--- src/logic/acl_pkg.sv ---
package acl_pkg;

   // clock rates
   localparam int unsigned REF_CLK_HZ      = 125000000;
   localparam int unsigned BIT_CLK_HZ      = 12288000;
   localparam int unsigned SAMPLE_HZ       = 48000;
   localparam int unsigned BCLK_PER_SAMPLE = BIT_CLK_HZ / SAMPLE_HZ;

   // bit clock phase accumulator, one carry per half period
   localparam int                ACC_W     = 24;
   localparam longint            ACC_INC_L = (longint'(2 * BIT_CLK_HZ) << ACC_W)
                                             / longint'(REF_CLK_HZ);
   localparam logic [ACC_W-1:0]  ACC_INC   = ACC_INC_L[ACC_W-1:0];

   // frame layout
   localparam int TAG_W      = 16;
   localparam int SLOT_W     = 20;
   localparam int NUM_SLOTS  = 12;
   localparam int FRAME_BITS = TAG_W + NUM_SLOTS * SLOT_W;
   localparam int FCNT_W     = 9;
   localparam logic [FCNT_W-1:0] FRAME_LAST = FCNT_W'(FRAME_BITS);

   localparam int TAG_READY_BIT = 15;
   localparam int TAG_SLOT1_BIT = 14;
   localparam int IDX_LSB       = 12;
   localparam int DATA_LSB      = 4;
   localparam int PCM_W         = 18;
   localparam int PCM_SENT_W    = 16;

   // power-down register and its halt bit
   localparam logic [6:0] PD_REG_INDEX = 7'h26;
   localparam int         HALT_BIT     = 12;

   // apb map
   localparam int          ADDR_W     = 12;
   localparam logic [11:0] REG_CTRL   = 12'h000;
   localparam logic [11:0] REG_STATUS = 12'h004;
   localparam logic [11:0] REG_FRAMES = 12'h008;
   localparam logic [11:0] REG_WAKES  = 12'h00C;
   localparam int          CTRL_READY_EN_BIT = 0;
   localparam logic        CTRL_READY_EN_RST = 1'b1;
   localparam int          ST_READY_BIT  = 0;
   localparam int          ST_HALTED_BIT = 1;
   localparam int          ST_STATP_BIT  = 2;
   localparam int          ST_PCMP_BIT   = 3;
   localparam int          ST_SHIFT_BIT  = 4;

   typedef struct packed {
      logic [6:0]  index;
      logic [15:0] data;
   } acl_regwr_t;

   typedef struct packed {
      logic [6:0]  index;
      logic [15:0] data;
   } acl_stat_t;

   typedef struct packed {
      logic [PCM_W-1:0] left;
      logic [PCM_W-1:0] right;
   } acl_pcm_t;

   typedef enum logic [1:0] {
      ST_WAIT,
      ST_SHIFT,
      ST_HALT
   } acl_state_t;

endpackage

--- src/logic/acl_bclk_gen.sv ---
`timescale 1ns/1ps
module acl_bclk_gen
   import acl_pkg::*;
(
   // clock and reset
   input  wire logic ref_clk,
   input  wire logic rst_n,
   input  wire logic ce,
   // control
   input  wire logic run,
   // bit clock
   output logic      bclk_q,
   output logic      rise
);

   logic [ACC_W-1:0] acc_q;
   logic [ACC_W:0]   sum;

   assign sum  = {1'b0, acc_q} + {1'b0, ACC_INC};
   assign rise = ce && run && sum[ACC_W] && !bclk_q;

   always_ff @(posedge ref_clk or negedge rst_n)
   begin
      if (!rst_n)
      begin
         acc_q  <= '0;
         bclk_q <= 1'b0;
      end
      else if (ce)
      begin
         if (!run)
         begin
            acc_q  <= '0;
            bclk_q <= 1'b0;
         end
         else
         begin
            acc_q <= sum[ACC_W-1:0];
            if (sum[ACC_W])
               bclk_q <= ~bclk_q;
         end
      end
   end

endmodule

--- src/logic/acl_frame_out.sv ---
// What this block does
// - tag bit 15 shows codec ready once registers and link work; here it copies the CTRL ready enable bit
// - tag bit 14 flags slot one valid, only when ready; else zeros
// - tag bits 13..3 flag other slots; invalid slots sent as zeros
// - tag bits 2..0, slot one bits 19 and 11..0, slot two 3..0 zero
// - slot one bits 18..12 echo the reported register index
// - slot two bits 19..4 carry that register's contents
// - invalid status slots send zero index and data
// - slots three and four carry left and right record samples
// - slots five to twelve are sent as all zeros
// - write of 26h with halt bit drives bit clock and data low
// - low right after decoding that write, no further frames
// - halted link resumes only by warm or cold reset
// - sync raised while bit clock stopped wakes the link
// - warm reset keeps all programmed register contents
// - cold reset pin restarts link and defaults every register
// - reset pin and sync are synchronised internally
// - bit clock runs at 12.288 MHz, 256 times 48 kHz
// - data changes on rising bit clock edges
`timescale 1ns/1ps
module acl_frame_out
   import acl_pkg::*;
(
   // clock, reset, enable
   input  wire logic              ref_clk,
   input  wire logic              rstn,
   input  wire logic              ce,
   // apb slave
   input  wire logic              psel,
   input  wire logic              penable,
   input  wire logic              pwrite,
   input  wire logic [ADDR_W-1:0] paddr,
   input  wire logic [31:0]       pwdata,
   output logic [31:0]            prdata,
   output logic                   pready,
   output logic                   pslverr,
   // link pins
   input  wire logic              sync,
   output logic                   link_bit_clock,
   output logic                   codec_to_ctrl_data,
   // register writes decoded from the output frame
   input  wire logic              reg_wr_valid,
   input  wire acl_regwr_t        reg_wr,
   // register status report
   input  wire logic              stat_valid,
   input  wire acl_stat_t         stat,
   output logic                   stat_ready,
   // record samples
   input  wire logic              pcm_valid,
   input  wire acl_pcm_t          pcm,
   // state
   output logic                   codec_ready,
   output logic                   link_halted
);

   logic                  rst_meta_q;
   logic                  rst_n;
   logic                  sync_meta_q;
   logic                  sync_s_q;
   logic                  sync_d_q;
   logic                  sync_rise;
   logic                  bclk_rise;
   logic                  halt_req;
   logic                  run;
   acl_state_t            state_q;
   logic                  start_pend_q;
   logic [FCNT_W-1:0]     cnt_q;
   logic [FRAME_BITS-1:0] shreg_q;
   logic                  sdo_q;
   logic                  ready_q;
   logic                  ready_en_q;
   logic                  stat_pend_q;
   acl_stat_t             stat_q;
   logic                  pcm_pend_q;
   acl_pcm_t              pcm_q;
   logic                  load;
   logic [FRAME_BITS-1:0] next_frame;
   logic [31:0]           frames_q;
   logic [31:0]           wakes_q;
   logic [31:0]           prdata_q;
   logic                  rd_vld_q;
   logic                  wake;

   // slot n's most significant bit within the frame vector
   function automatic int slot_msb(input int n);
      return FRAME_BITS - 1 - TAG_W - (n - 1) * SLOT_W;
   endfunction

   function automatic logic reg_mapped(input logic [ADDR_W-1:0] a);
      return (a == REG_CTRL) || (a == REG_STATUS) || (a == REG_FRAMES) ||
             (a == REG_WAKES);
   endfunction

   function automatic logic [FRAME_BITS-1:0] build_frame(
      input logic      rdy,
      input logic      sv,
      input acl_stat_t s,
      input logic      pv,
      input acl_pcm_t  p
   );
      logic [FRAME_BITS-1:0] f;
      logic                  s_ok;
      logic                  p_ok;
      f    = '0;
      s_ok = rdy && sv;
      p_ok = rdy && pv;
      f[FRAME_BITS-TAG_W+TAG_READY_BIT] = rdy;
      f[FRAME_BITS-TAG_W+TAG_SLOT1_BIT] = s_ok;
      f[FRAME_BITS-TAG_W+TAG_SLOT1_BIT-1] = s_ok;
      f[FRAME_BITS-TAG_W+TAG_SLOT1_BIT-2] = p_ok;
      f[FRAME_BITS-TAG_W+TAG_SLOT1_BIT-3] = p_ok;
      if (s_ok)
      begin
         f[slot_msb(1) -: SLOT_W] = {1'b0, s.index, {IDX_LSB{1'b0}}};
         f[slot_msb(2) -: SLOT_W] = {s.data, {DATA_LSB{1'b0}}};
      end
      if (p_ok)
      begin
         f[slot_msb(3) -: SLOT_W] = {p.left[PCM_W-1 -: PCM_SENT_W],
                                     {DATA_LSB{1'b0}}};
         f[slot_msb(4) -: SLOT_W] = {p.right[PCM_W-1 -: PCM_SENT_W],
                                     {DATA_LSB{1'b0}}};
      end
      // slots five to twelve and pads remain zero
      return f;
   endfunction

   // cold reset released through two flops
   always_ff @(posedge ref_clk or negedge rstn)
   begin
      if (!rstn)
      begin
         rst_meta_q <= 1'b0;
         rst_n      <= 1'b0;
      end
      else
      begin
         rst_meta_q <= 1'b1;
         rst_n      <= rst_meta_q;
      end
   end

   always_ff @(posedge ref_clk or negedge rst_n)
   begin
      if (!rst_n)
      begin
         sync_meta_q <= 1'b0;
         sync_s_q    <= 1'b0;
         sync_d_q    <= 1'b0;
      end
      else if (ce)
      begin
         sync_meta_q <= sync;
         sync_s_q    <= sync_meta_q;
         sync_d_q    <= sync_s_q;
      end
   end

   assign sync_rise = ce && sync_s_q && !sync_d_q;

   assign halt_req = ce && reg_wr_valid && (reg_wr.index == PD_REG_INDEX) &&
                     reg_wr.data[HALT_BIT] && (state_q != ST_HALT);
   assign wake     = sync_rise && (state_q == ST_HALT);
   // clock stops at the decoding edge
   assign run      = (state_q != ST_HALT) && !halt_req;

   acl_bclk_gen u_bclk (
      .ref_clk (ref_clk),
      .rst_n   (rst_n),
      .ce      (ce),
      .run     (run),
      .bclk_q  (link_bit_clock),
      .rise    (bclk_rise)
   );

   assign load = bclk_rise && start_pend_q;
   assign next_frame = build_frame(ready_en_q, stat_pend_q, stat_q, pcm_pend_q, pcm_q);

   // link state
   always_ff @(posedge ref_clk or negedge rst_n)
   begin
      if (!rst_n)
         state_q <= ST_WAIT;
      else if (ce)
      begin
         unique case (state_q)
            ST_WAIT:
            begin
               if (halt_req)
                  state_q <= ST_HALT;
               else if (load)
                  state_q <= ST_SHIFT;
            end
            ST_SHIFT:
            begin
               if (halt_req)
                  state_q <= ST_HALT;
               else if (bclk_rise && !start_pend_q && cnt_q == FRAME_LAST)
                  state_q <= ST_WAIT;
            end
            ST_HALT:
            begin
               // only a wake or cold reset leaves
               if (wake)
                  state_q <= ST_WAIT;
            end
            default:
               state_q <= ST_WAIT;
         endcase
      end
   end

   always_ff @(posedge ref_clk or negedge rst_n)
   begin
      if (!rst_n)
         start_pend_q <= 1'b0;
      else if (ce)
      begin
         if (halt_req || state_q == ST_HALT)
            start_pend_q <= 1'b0;
         else if (sync_rise)
            start_pend_q <= 1'b1;
         else if (load)
            start_pend_q <= 1'b0;
      end
   end

   // shift out on rising bit clock edges, msb first
   always_ff @(posedge ref_clk or negedge rst_n)
   begin
      if (!rst_n)
      begin
         shreg_q <= '0;
         cnt_q   <= '0;
         sdo_q   <= 1'b0;
      end
      else if (ce)
      begin
         if (halt_req || state_q == ST_HALT)
         begin
            shreg_q <= '0;
            cnt_q   <= '0;
            sdo_q   <= 1'b0;
         end
         else if (load)
         begin
            shreg_q <= {next_frame[FRAME_BITS-2:0], 1'b0};
            sdo_q   <= next_frame[FRAME_BITS-1];
            cnt_q   <= FCNT_W'(1);
         end
         else if (bclk_rise && state_q == ST_SHIFT)
         begin
            if (cnt_q == FRAME_LAST)
               sdo_q <= 1'b0;
            else
            begin
               sdo_q   <= shreg_q[FRAME_BITS-1];
               shreg_q <= shreg_q << 1;
               cnt_q   <= cnt_q + FCNT_W'(1);
            end
         end
      end
   end

   assign codec_to_ctrl_data = sdo_q;

   // ready latched per frame, cold reset clears
   always_ff @(posedge ref_clk or negedge rst_n)
   begin
      if (!rst_n)
         ready_q <= 1'b0;
      else if (ce && load)
         ready_q <= ready_en_q;
   end

   // pending status report, a new one wins over the frame that consumes
   always_ff @(posedge ref_clk or negedge rst_n)
   begin
      if (!rst_n)
      begin
         stat_pend_q <= 1'b0;
         stat_q      <= '0;
      end
      else if (ce)
      begin
         if (stat_valid && stat_ready)
         begin
            stat_pend_q <= 1'b1;
            stat_q      <= stat;
         end
         else if (load && ready_en_q)
            stat_pend_q <= 1'b0;
      end
   end

   assign stat_ready = !stat_pend_q;

   // latest record sample pair
   always_ff @(posedge ref_clk or negedge rst_n)
   begin
      if (!rst_n)
      begin
         pcm_pend_q <= 1'b0;
         pcm_q      <= '0;
      end
      else if (ce)
      begin
         if (pcm_valid)
         begin
            pcm_pend_q <= 1'b1;
            pcm_q      <= pcm;
         end
         else if (load && ready_en_q)
            pcm_pend_q <= 1'b0;
      end
   end

   // counters and control survive a warm wake
   always_ff @(posedge ref_clk or negedge rst_n)
   begin
      if (!rst_n)
      begin
         frames_q <= '0;
         wakes_q  <= '0;
      end
      else if (ce)
      begin
         if (load)
            frames_q <= frames_q + 32'h0000_0001;
         if (wake)
            wakes_q <= wakes_q + 32'h0000_0001;
      end
   end

   // apb control register
   always_ff @(posedge ref_clk or negedge rst_n)
   begin
      if (!rst_n)
         ready_en_q <= CTRL_READY_EN_RST;
      else if (ce && psel && penable && pwrite && rd_vld_q &&
               paddr == REG_CTRL)
         ready_en_q <= pwdata[CTRL_READY_EN_BIT];
   end

   // apb read data captured in setup, answered in access
   always_ff @(posedge ref_clk or negedge rst_n)
   begin
      if (!rst_n)
      begin
         prdata_q <= '0;
         rd_vld_q <= 1'b0;
      end
      else if (ce)
      begin
         if (psel && !penable)
         begin
            rd_vld_q <= 1'b1;
            prdata_q <= '0;
            unique case (paddr)
               REG_CTRL:   prdata_q[CTRL_READY_EN_BIT] <= ready_en_q;
               REG_STATUS:
               begin
                  prdata_q[ST_READY_BIT]  <= ready_q;
                  prdata_q[ST_HALTED_BIT] <= state_q == ST_HALT;
                  prdata_q[ST_STATP_BIT]  <= stat_pend_q;
                  prdata_q[ST_PCMP_BIT]   <= pcm_pend_q;
                  prdata_q[ST_SHIFT_BIT]  <= state_q == ST_SHIFT;
               end
               REG_FRAMES: prdata_q <= frames_q;
               REG_WAKES:  prdata_q <= wakes_q;
               default:    prdata_q <= '0;
            endcase
         end
         else if (psel && penable)
            rd_vld_q <= 1'b0;
      end
   end

   assign prdata      = prdata_q;
   assign pready      = ce && rd_vld_q;
   assign pslverr     = ce && rd_vld_q && psel && penable && !reg_mapped(paddr);
   assign codec_ready = ready_q;
   assign link_halted = state_q == ST_HALT;

endmodule

--- config.mk ---
export PLATFORM = sky130hd
export DESIGN_NAME = acl_frame_out
export DESIGN_NICKNAME = d
export VERILOG_FILES = /design/src/logic/acl_pkg.sv /design/src/logic/acl_bclk_gen.sv /design/src/logic/acl_frame_out.sv
export SDC_FILE = /design/constraint.sdc
export NUM_CORES = 1
export LEC_CHECK = 0
export ABC_CLOCK_PERIOD_IN_PS = 18000
export BUFFER_PORTS_ARGS = -buffer_cell sky130_fd_sc_hd__buf_4
export CORE_ASPECT_RATIO = 1.4
export CORE_UTILIZATION = 35
export DETAILED_ROUTE_END_ITERATION = 10
export PLACE_DENSITY_LB_ADDON = 0.05
export SYNTH_ARGS = -nofsm -noshare
export SYNTH_HDL_FRONTEND = slang
export SYNTH_SLANG_ARGS = --single-unit
--- constraint.sdc ---
create_clock -name ref_clk -period 18 [get_ports ref_clk]
set_input_delay 1.8 -clock ref_clk [delete_from_list [all_inputs] [get_ports ref_clk]]
set_output_delay 1.8 -clock ref_clk [all_outputs]
set_load 0.02 [all_outputs]
==> results.py, run 1 <==
metrics = {
    "routing": {
        "drt_pre_antenna_iters": 6,
        "vias": 9359,
        "ant_nets": 0,
        "via_per_inst": 5.27,
        "drtIter0Drc": 522,
        "drc_errors": 0,
        "routed_wl_um": 30100,
        "wl_per_cell_um": 16.9,
    },
    "worst_setup_path": {
        "ff2ff_path_depth": 7,
        "path_depth": 4,
        "regToRegSetupSlack_ns": 14.56,
        "cpMaxStageDelayCell": "buf_4",
        "start_kind": "primary input",
        "path_cells": "buf_4 -> nand4_1 -> a31oi_1 -> buf_4",
        "crit_path_max_incr_delay_ns": 0.35,
        "cp.buffers_inverters": 2,
        "cp-startpoint": "ce",
        "crit_type": "primary input to output port",
        "r2r_end": "shreg_q[252]",
        "endpoint_kind": "output port",
        "timing.rr.start": "u_bclk.acc_q[17]",
        "crit_required_ns": 16.20,
        "cp_common_cell": "buf_4",
        "cp.arrival_ns": 2.71,
        "path_max_fanout": 34,
        "crit_family": "buffers and inverters",
        "endpoint": "pslverr",
    },
    "synth": {
        "synth-xor-area-share_pct": 4.24,
        "async_reset_ff_share_pct": 100,
        "yosysUniqueCellTypes": 66,
        "yosys-mux-area-fraction_pct": 5.70,
        "syn-num-nets": 1336,
        "synth_edf_count": 0,
        "synth_seq_area_share_pct": 56.5,
        "ys_ff_latch": 289,
        "yosys_warnings": 0,
        "synth_compound_area_share_pct": 14.7,
        "synthAdderAreaFrac_pct": 0.489,
        "synthSimpleGateAreaFrac_pct": 15.3,
        "ys.flop_type": "dfrtp_1",
        "syn_area_um2": 12800,
        "syn_avg_cell_area_um2": 10.7,
        "synthTopCellsByArea": "dfrtp_1 (56%), mux2_2 (5.4%), nand3_1 (3.6%)",
        "yosys.area.top_type_share_pct": 56.3,
        "yosysTopAreaCell": "dfrtp_1",
        "synth_top_family_by_area": "simple AND/OR/NAND/NOR gates",
        "syn_inst": 1195,
    },
    "placed_design": {
        "dpl.hpwl_um": 19200,
        "postPlaceCellArea_um2": 14200,
        "gp_congestion": 0.777,
        "port_buffers": 124,
    },
    "sta": {
        "clock.fmax_ghz": 0.222,
        "slew_headroom_pct": 30.8,
        "hold_ws_ns": 0.351,
        "fin_crit_sh_pct": 25.1,
        "min_period_ns": 4.51,
        "rsz0062_at_grt": "false",
        "clock_skew_ns": 0.0130,
        "worstMarginPinSlew_ns": 1.04,
        "hold_viol": 0,
        "setup_viol": 0,
        "maxSlewViolCount": 0,
        "tns_ns": 0,
    },
    "floorplan": {
        "pin_count": 175,
        "start_util_pct": 35.6,
        "die_x_um": 164,
        "dieArea_um2": 37300,
        "std_cell_rows": 82,
        "fp.dieH_um": 228,
        "core_area_um2": 35900,
    },
    "layout": {
        "layout-drive-gt1-share_pct": 20.8,
        "diodes": 0,
        "finalNetCount": 1435,
        "final_area_um2": 15200,
        "area_growth_pct": 18.4,
    },
    "clock_network": {
        "ctsHoldBuffers": 0,
        "htree_num_levels": 1,
        "ctsLongestPathBuffers": 3,
        "cts.repair.resized": 0,
        "clk_latency_ns": 0.57,
        "cts_buffers": 31,
        "cts_root_buf": "clkbuf_16",
        "postCtsSetupRepairBufs": 0,
        "numClockSinks": 289,
        "path_clk_slew_ns": 0.06,
        "cts_tree": "yes",
    },
    "global_routing": {
        "overflow": 0,
        "grt_pass1_wl_um": 50000,
        "grt_max_degree": 163,
        "antenna_found_initial": 0,
        "first_global_vias": 9492,
        "grtUsageTotal_pct": 16.5,
    },
    "power": {
        "p_leak_nw": 6.72,
        "p_per_area_nw_per_um2": 123,
        "ir_drop_v": 0.0000735,
    },
    "flow_run": {
        "max_cap_violations": 0,
    },
    "outcome": {
        "status": "complete, no violations",
    },
    "hold_path": {
        "hp-class": "flip-flop to flip-flop",
    },
}
## sequential cells by signal (all words and copies together), names as in the netlist, 2 cells and up
signal / cells
cnt_q: 9
prdata: 32
shreg_q: 91
pcm_q: 32
wakes_q: 32
u_bclk.acc_q: 23
frames_q: 32
state_q: 2
stat_q: 23
## cell type report
| cell class | instances | area, um2 |
|---|---|---|
| repair buffers | 141 | 1070 |
| well taps | 462 | 578 |
| flip-flops and latches | 289 | 7240 |
| clock inverters | 5 | 28.8 |
| multi-input cells | 809 | 5220 |
| inverters | 22 | 82.6 |
| clock buffers | 49 | 933 |
| fillers | 3553 | 20800 |
## power by group
part | leakage (nW) | internal (mW) | switching [mW]
registers | 3.65 | 0.792 | 0.111
clock network | 0.478 | 0.351 | 0.257
logic | 2.59 | 0.163 | 0.188
total | 6.72 | 1.31 | 0.556
## per-stage QoR
stage	worst slack, ns	power [mW]	util [%]	instances
after floorplan	9.35	1.16	-	1195
after global placement	13.47	1.26	39.5	1723
after detailed placement	13.48	1.27	39.5	1723
after CTS	13.48	1.89	42.2	1777
final	13.49	1.86	42.2	1777
after global routing	13.36	1.99	42.2	1777
## synth_stat cells (3+ instances only)
library cell and number:
a22o_1 34, a41oi_1 5, nor2_2 7, ha_1 5, mux2_2 61, dfrtp_1 288
nor3_1 11, o22ai_1 3, a21o_1 3, nand2_1 108, nor2_1 103, and4_1 6
and3_1 9, a21oi_1 22, and2_1 7, buf_2 15, o21ai_0 61, or3_1 7
a211oi_1 3, nand2b_1 5, xnor2_1 37, xor2_1 25, nand3_1 91, nor4b_1 3
o31ai_1 11, o21bai_1 3, a21boi_0 3, nor2b_1 4, a221oi_1 23, inv_1 22
buf_1 5, or2_2 3, clkbuf_1 55, a31oi_1 43, nand4_1 21, a22oi_1 31
nor4_1 7, o21ai_1 7
## how the worst min path moves through the flow
stage / start / to / cells after the start
2_1_floorplan: rst_meta_q / rst_n / 0
3_3_place_gp: rst_meta_q / rst_n / 0
3_5_place_dp: rst_meta_q / rst_n / 0
4_1_cts: rst_meta_q / rst_n / 0
5_1_grt: rst_meta_q / rst_n / 0
6_report: rst_meta_q / rst_n / 0
## cell families after synthesis
| kind of cell | Yosys count |
|---|---|
| adder cells (fa/ha/maj) | 5 |
| XOR/XNOR | 62 |
| flip-flops | 289 |
| AND/OR/NAND/NOR | 406 |
| buffers and inverters | 97 |
| AO/OA/AOI/OAI | 271 |
| other | 1 |
| multiplexers | 64 |
## layout by cell type (no fill, tap or decap), types with 23 or more instances in the layout
cell type / instances
nand2_1: 108
a31oi_1: 43
buf_4: 140
a22o_1: 34
o21ai_0: 61
nand3_1: 91
mux2_2: 61
xnor2_1: 37
nor2_1: 101
clkbuf_16: 31
a22oi_1: 31
dfrtp_1: 287
a221oi_1: 23
xor2_1: 25
## metal layers
metal	GRT usage [%]	part of all wire (%)	up-vias
met1	21.3	44	4655
met2	28.7	50	155
li1	-	-	4514
met4	4.69	1.7	0
met3	2.22	3.9	35
met5	0	0	-
## worst reg2reg max path, cell delays in order, from the launching register on
cell and delay, ns:
dfrtp_1 0.47, or4b_1 0.61, a2111oi_4 0.58, o221ai_1 0.28, a21oi_4 0.19, buf_4 0.75
nand2_1 0.29, o21ai_1 0.21
Note: power is estimated with default switching activity, not from simulation.
==> inputs of run 2 (changes only) <==
--- a/config.mk
+++ b/config.mk
@@ -5,7 +5,7 @@
 export SDC_FILE = /design/constraint.sdc
 export NUM_CORES = 1
 export LEC_CHECK = 0
-export ABC_CLOCK_PERIOD_IN_PS = 18000
+export ABC_CLOCK_PERIOD_IN_PS = 4300
 export BUFFER_PORTS_ARGS = -buffer_cell sky130_fd_sc_hd__buf_4
 export CORE_ASPECT_RATIO = 1.4
 export CORE_UTILIZATION = 35
==> constraint.sdc (replaced) <==
create_clock -name ref_clk -period 4.3 [get_ports ref_clk]
set_input_delay 0.43 -clock ref_clk [delete_from_list [all_inputs] [get_ports ref_clk]]
set_output_delay 0.43 -clock ref_clk [all_outputs]
set_load 0.02 [all_outputs]
==> run 2 against run 1 <==
  * Via count rose by 1.2%
  * Final cell count up 0.68%
  * Critical endpoint is now shreg_q[233]
  * Routed wire length rose by 1.3%
  * Clock skew shrank 0.0044 ns
  * Largest cell class unchanged
  * Largest power group unchanged
  * Global-route usage up 0.46 points
  * Non-clock buffer count increased by 10
  * Utilization grew 0.44 points
  * Critical path depth rose by 4
  * Clock power rose to 4.3 times the previous value
  * Critical path type is now flip-flop to flip-flop
  * First-iteration DRC count is 1.1% lower
==> results.py, run 2 (synthesis results as in run 1) <==
metrics = {
    "sta": {
        "slew_headroom_pct": 32.1,
        "min_period_ns": 3.09,
        "rsz0062_at_grt": "false",
        "maxSlewViolCount": 0,
        "clock.fmax_ghz": 0.323,
        "tns_ns": 0,
        "worstMarginPinSlew_ns": 1.02,
        "setup_viol": 0,
        "hold_viol": 0,
        "finalWorstSetupSlack_ns": 1.21,
        "fin_crit_sh_pct": 71.9,
        "clock_skew_ns": 0.00863,
    },
    "clock_network": {
        "ctsHoldBuffers": 1,
        "clk_latency_ns": 0.57,
        "htree_num_levels": 1,
        "cts_root_buf": "clkbuf_16",
        "cts_tree": "yes",
        "postCtsSetupRepairBufs": 0,
        "cts.repair.resized": 0,
        "path_clk_slew_ns": 0.06,
        "ctsLongestPathBuffers": 3,
        "cts_buffers": 30,
        "numClockSinks": 289,
    },
    "hold_path": {
        "hp-class": "primary input to flip-flop",
        "hp-start": "stat[2]",
    },
    "routing": {
        "via_per_inst": 5.29,
        "drtIter0Drc": 516,
        "wl_per_cell_um": 17.1,
        "ant_nets": 0,
        "drc_errors": 0,
        "drt_pre_antenna_iters": 6,
        "vias": 9467,
        "routed_wl_um": 30500,
    },
    "floorplan": {
        "die_x_um": 164,
        "start_util_pct": 35.6,
        "pin_count": 175,
        "dieArea_um2": 37300,
        "std_cell_rows": 82,
        "fp.dieH_um": 228,
        "core_area_um2": 35900,
    },
    "worst_setup_path": {
        "timing.rr.start": "u_bclk.acc_q[17]",
        "crit_path_max_incr_delay_ns": 0.60,
        "path_max_fanout": 31,
        "crit_required_ns": 4.75,
        "cp.buffers_inverters": 2,
        "cp_common_cell": "buf_4",
        "cpMaxStageDelayCell": "or4b_1",
        "endpoint_kind": "flip-flop",
        "cp-startpoint": "u_bclk.acc_q[17]",
        "crit_type": "flip-flop to flip-flop",
        "cp.arrival_ns": 3.54,
        "start_kind": "flip-flop",
        "path_cells": "or4b_1 -> a2111oi_4 -> buf_4 -> o221ai_1 -> a21o_2 -> buf_4 -> a221oi_1 -> nor2_1",
        "crit_family": "compound AO/OA/AOI/OAI gates",
    },
    "power": {
        "p_per_area_nw_per_um2": 517,
        "ir_drop_v": 0.000283,
        "p_leak_nw": 6.79,
    },
    "flow_run": {
        "max_cap_violations": 0,
    },
    "layout": {
        "largest_reg_flops": 91,
        "fillers": 3563,
        "finalNetCount": 1444,
        "largest_register": "shreg_q",
        "layout-drive-gt1-share_pct": 21.2,
        "finalNonFillerCells": 1789,
        "layout_commonest_cell": "dfrtp_1",
        "diodes": 0,
        "area_growth_pct": 19.6,
        "mostFrequentLayoutCells": "dfrtp_1 (287), buf_4 (145), nand2_1 (108)",
    },
    "placed_design": {
        "gp_congestion": 0.780,
        "port_buffers": 124,
        "dp.cells": 1732,
        "dpl.hpwl_um": 20100,
        "dp_slack_ns": 1.21,
    },
    "global_routing": {
        "overflow": 0,
        "grt_max_degree": 68,
        "first_global_vias": 9783,
        "grt_pass1_wl_um": 51600,
        "antenna_found_initial": 0,
        "grtUsageTotal_pct": 17.0,
    },
    "outcome": {
        "status": "complete, no violations",
    },
}
## run 2: where the power goes
group	leakage, nW	switching, mW	internal (mW)
Clock	0.483	1.09	1.55
Combinational	2.66	0.797	0.700
Sequential	3.65	0.459	3.31
## run 2: path summary, 6_finish.rpt
kind	end	slack, ns	cells after the start
worst min-delay path	stat_q[2]	0.09	2
worst min register to register	rst_n	0.35	0
worst max-delay path	shreg_q[233]	1.21	8
worst max register to register	shreg_q[233]	1.21	8
max in group asynchronous	prdata[26]	2.78	1
min in group asynchronous	rst_n	0.18	2
## run 2: per-stage QoR
stage	utilization [%]	area, um2	power (mW)	hold WS, ns
2_1_floorplan	-	12800	4.83	0.134
3_3_place_gp	39.8	14300	5.29	0.215
3_5_place_dp	39.8	14300	5.33	0.216
4_1_cts	42.6	15300	8.03	0.0555
5_1_grt	42.6	15300	8.43	0.0593
6_report	42.6	15300	7.91	0.0882
## run 2: final cells by class
class                   count  area (um2)  area share [%]
flip-flops and latches    289        7240            47.3
multi-input cells         809        5220            34.1
repair buffers            151        1200            7.83
clock buffers              49         903            5.90
well taps                 462         578            3.78
clock inverters             7        87.6           0.572
inverters                  22        82.6           0.539
## run 2: layer usage
layer | part of all wire (%) | vias up | global-route usage [%] | wire length, um
met2 | 50 | 153 | 29.8 | 15300
li1 | - | 4553 | - | -
met1 | 45 | 4731 | 21.8 | 13600
met4 | 1.7 | 0 | 4.37 | 527
met5 | 0 | - | 0 | 0
met3 | 3.6 | 30 | 2.11 | 1100
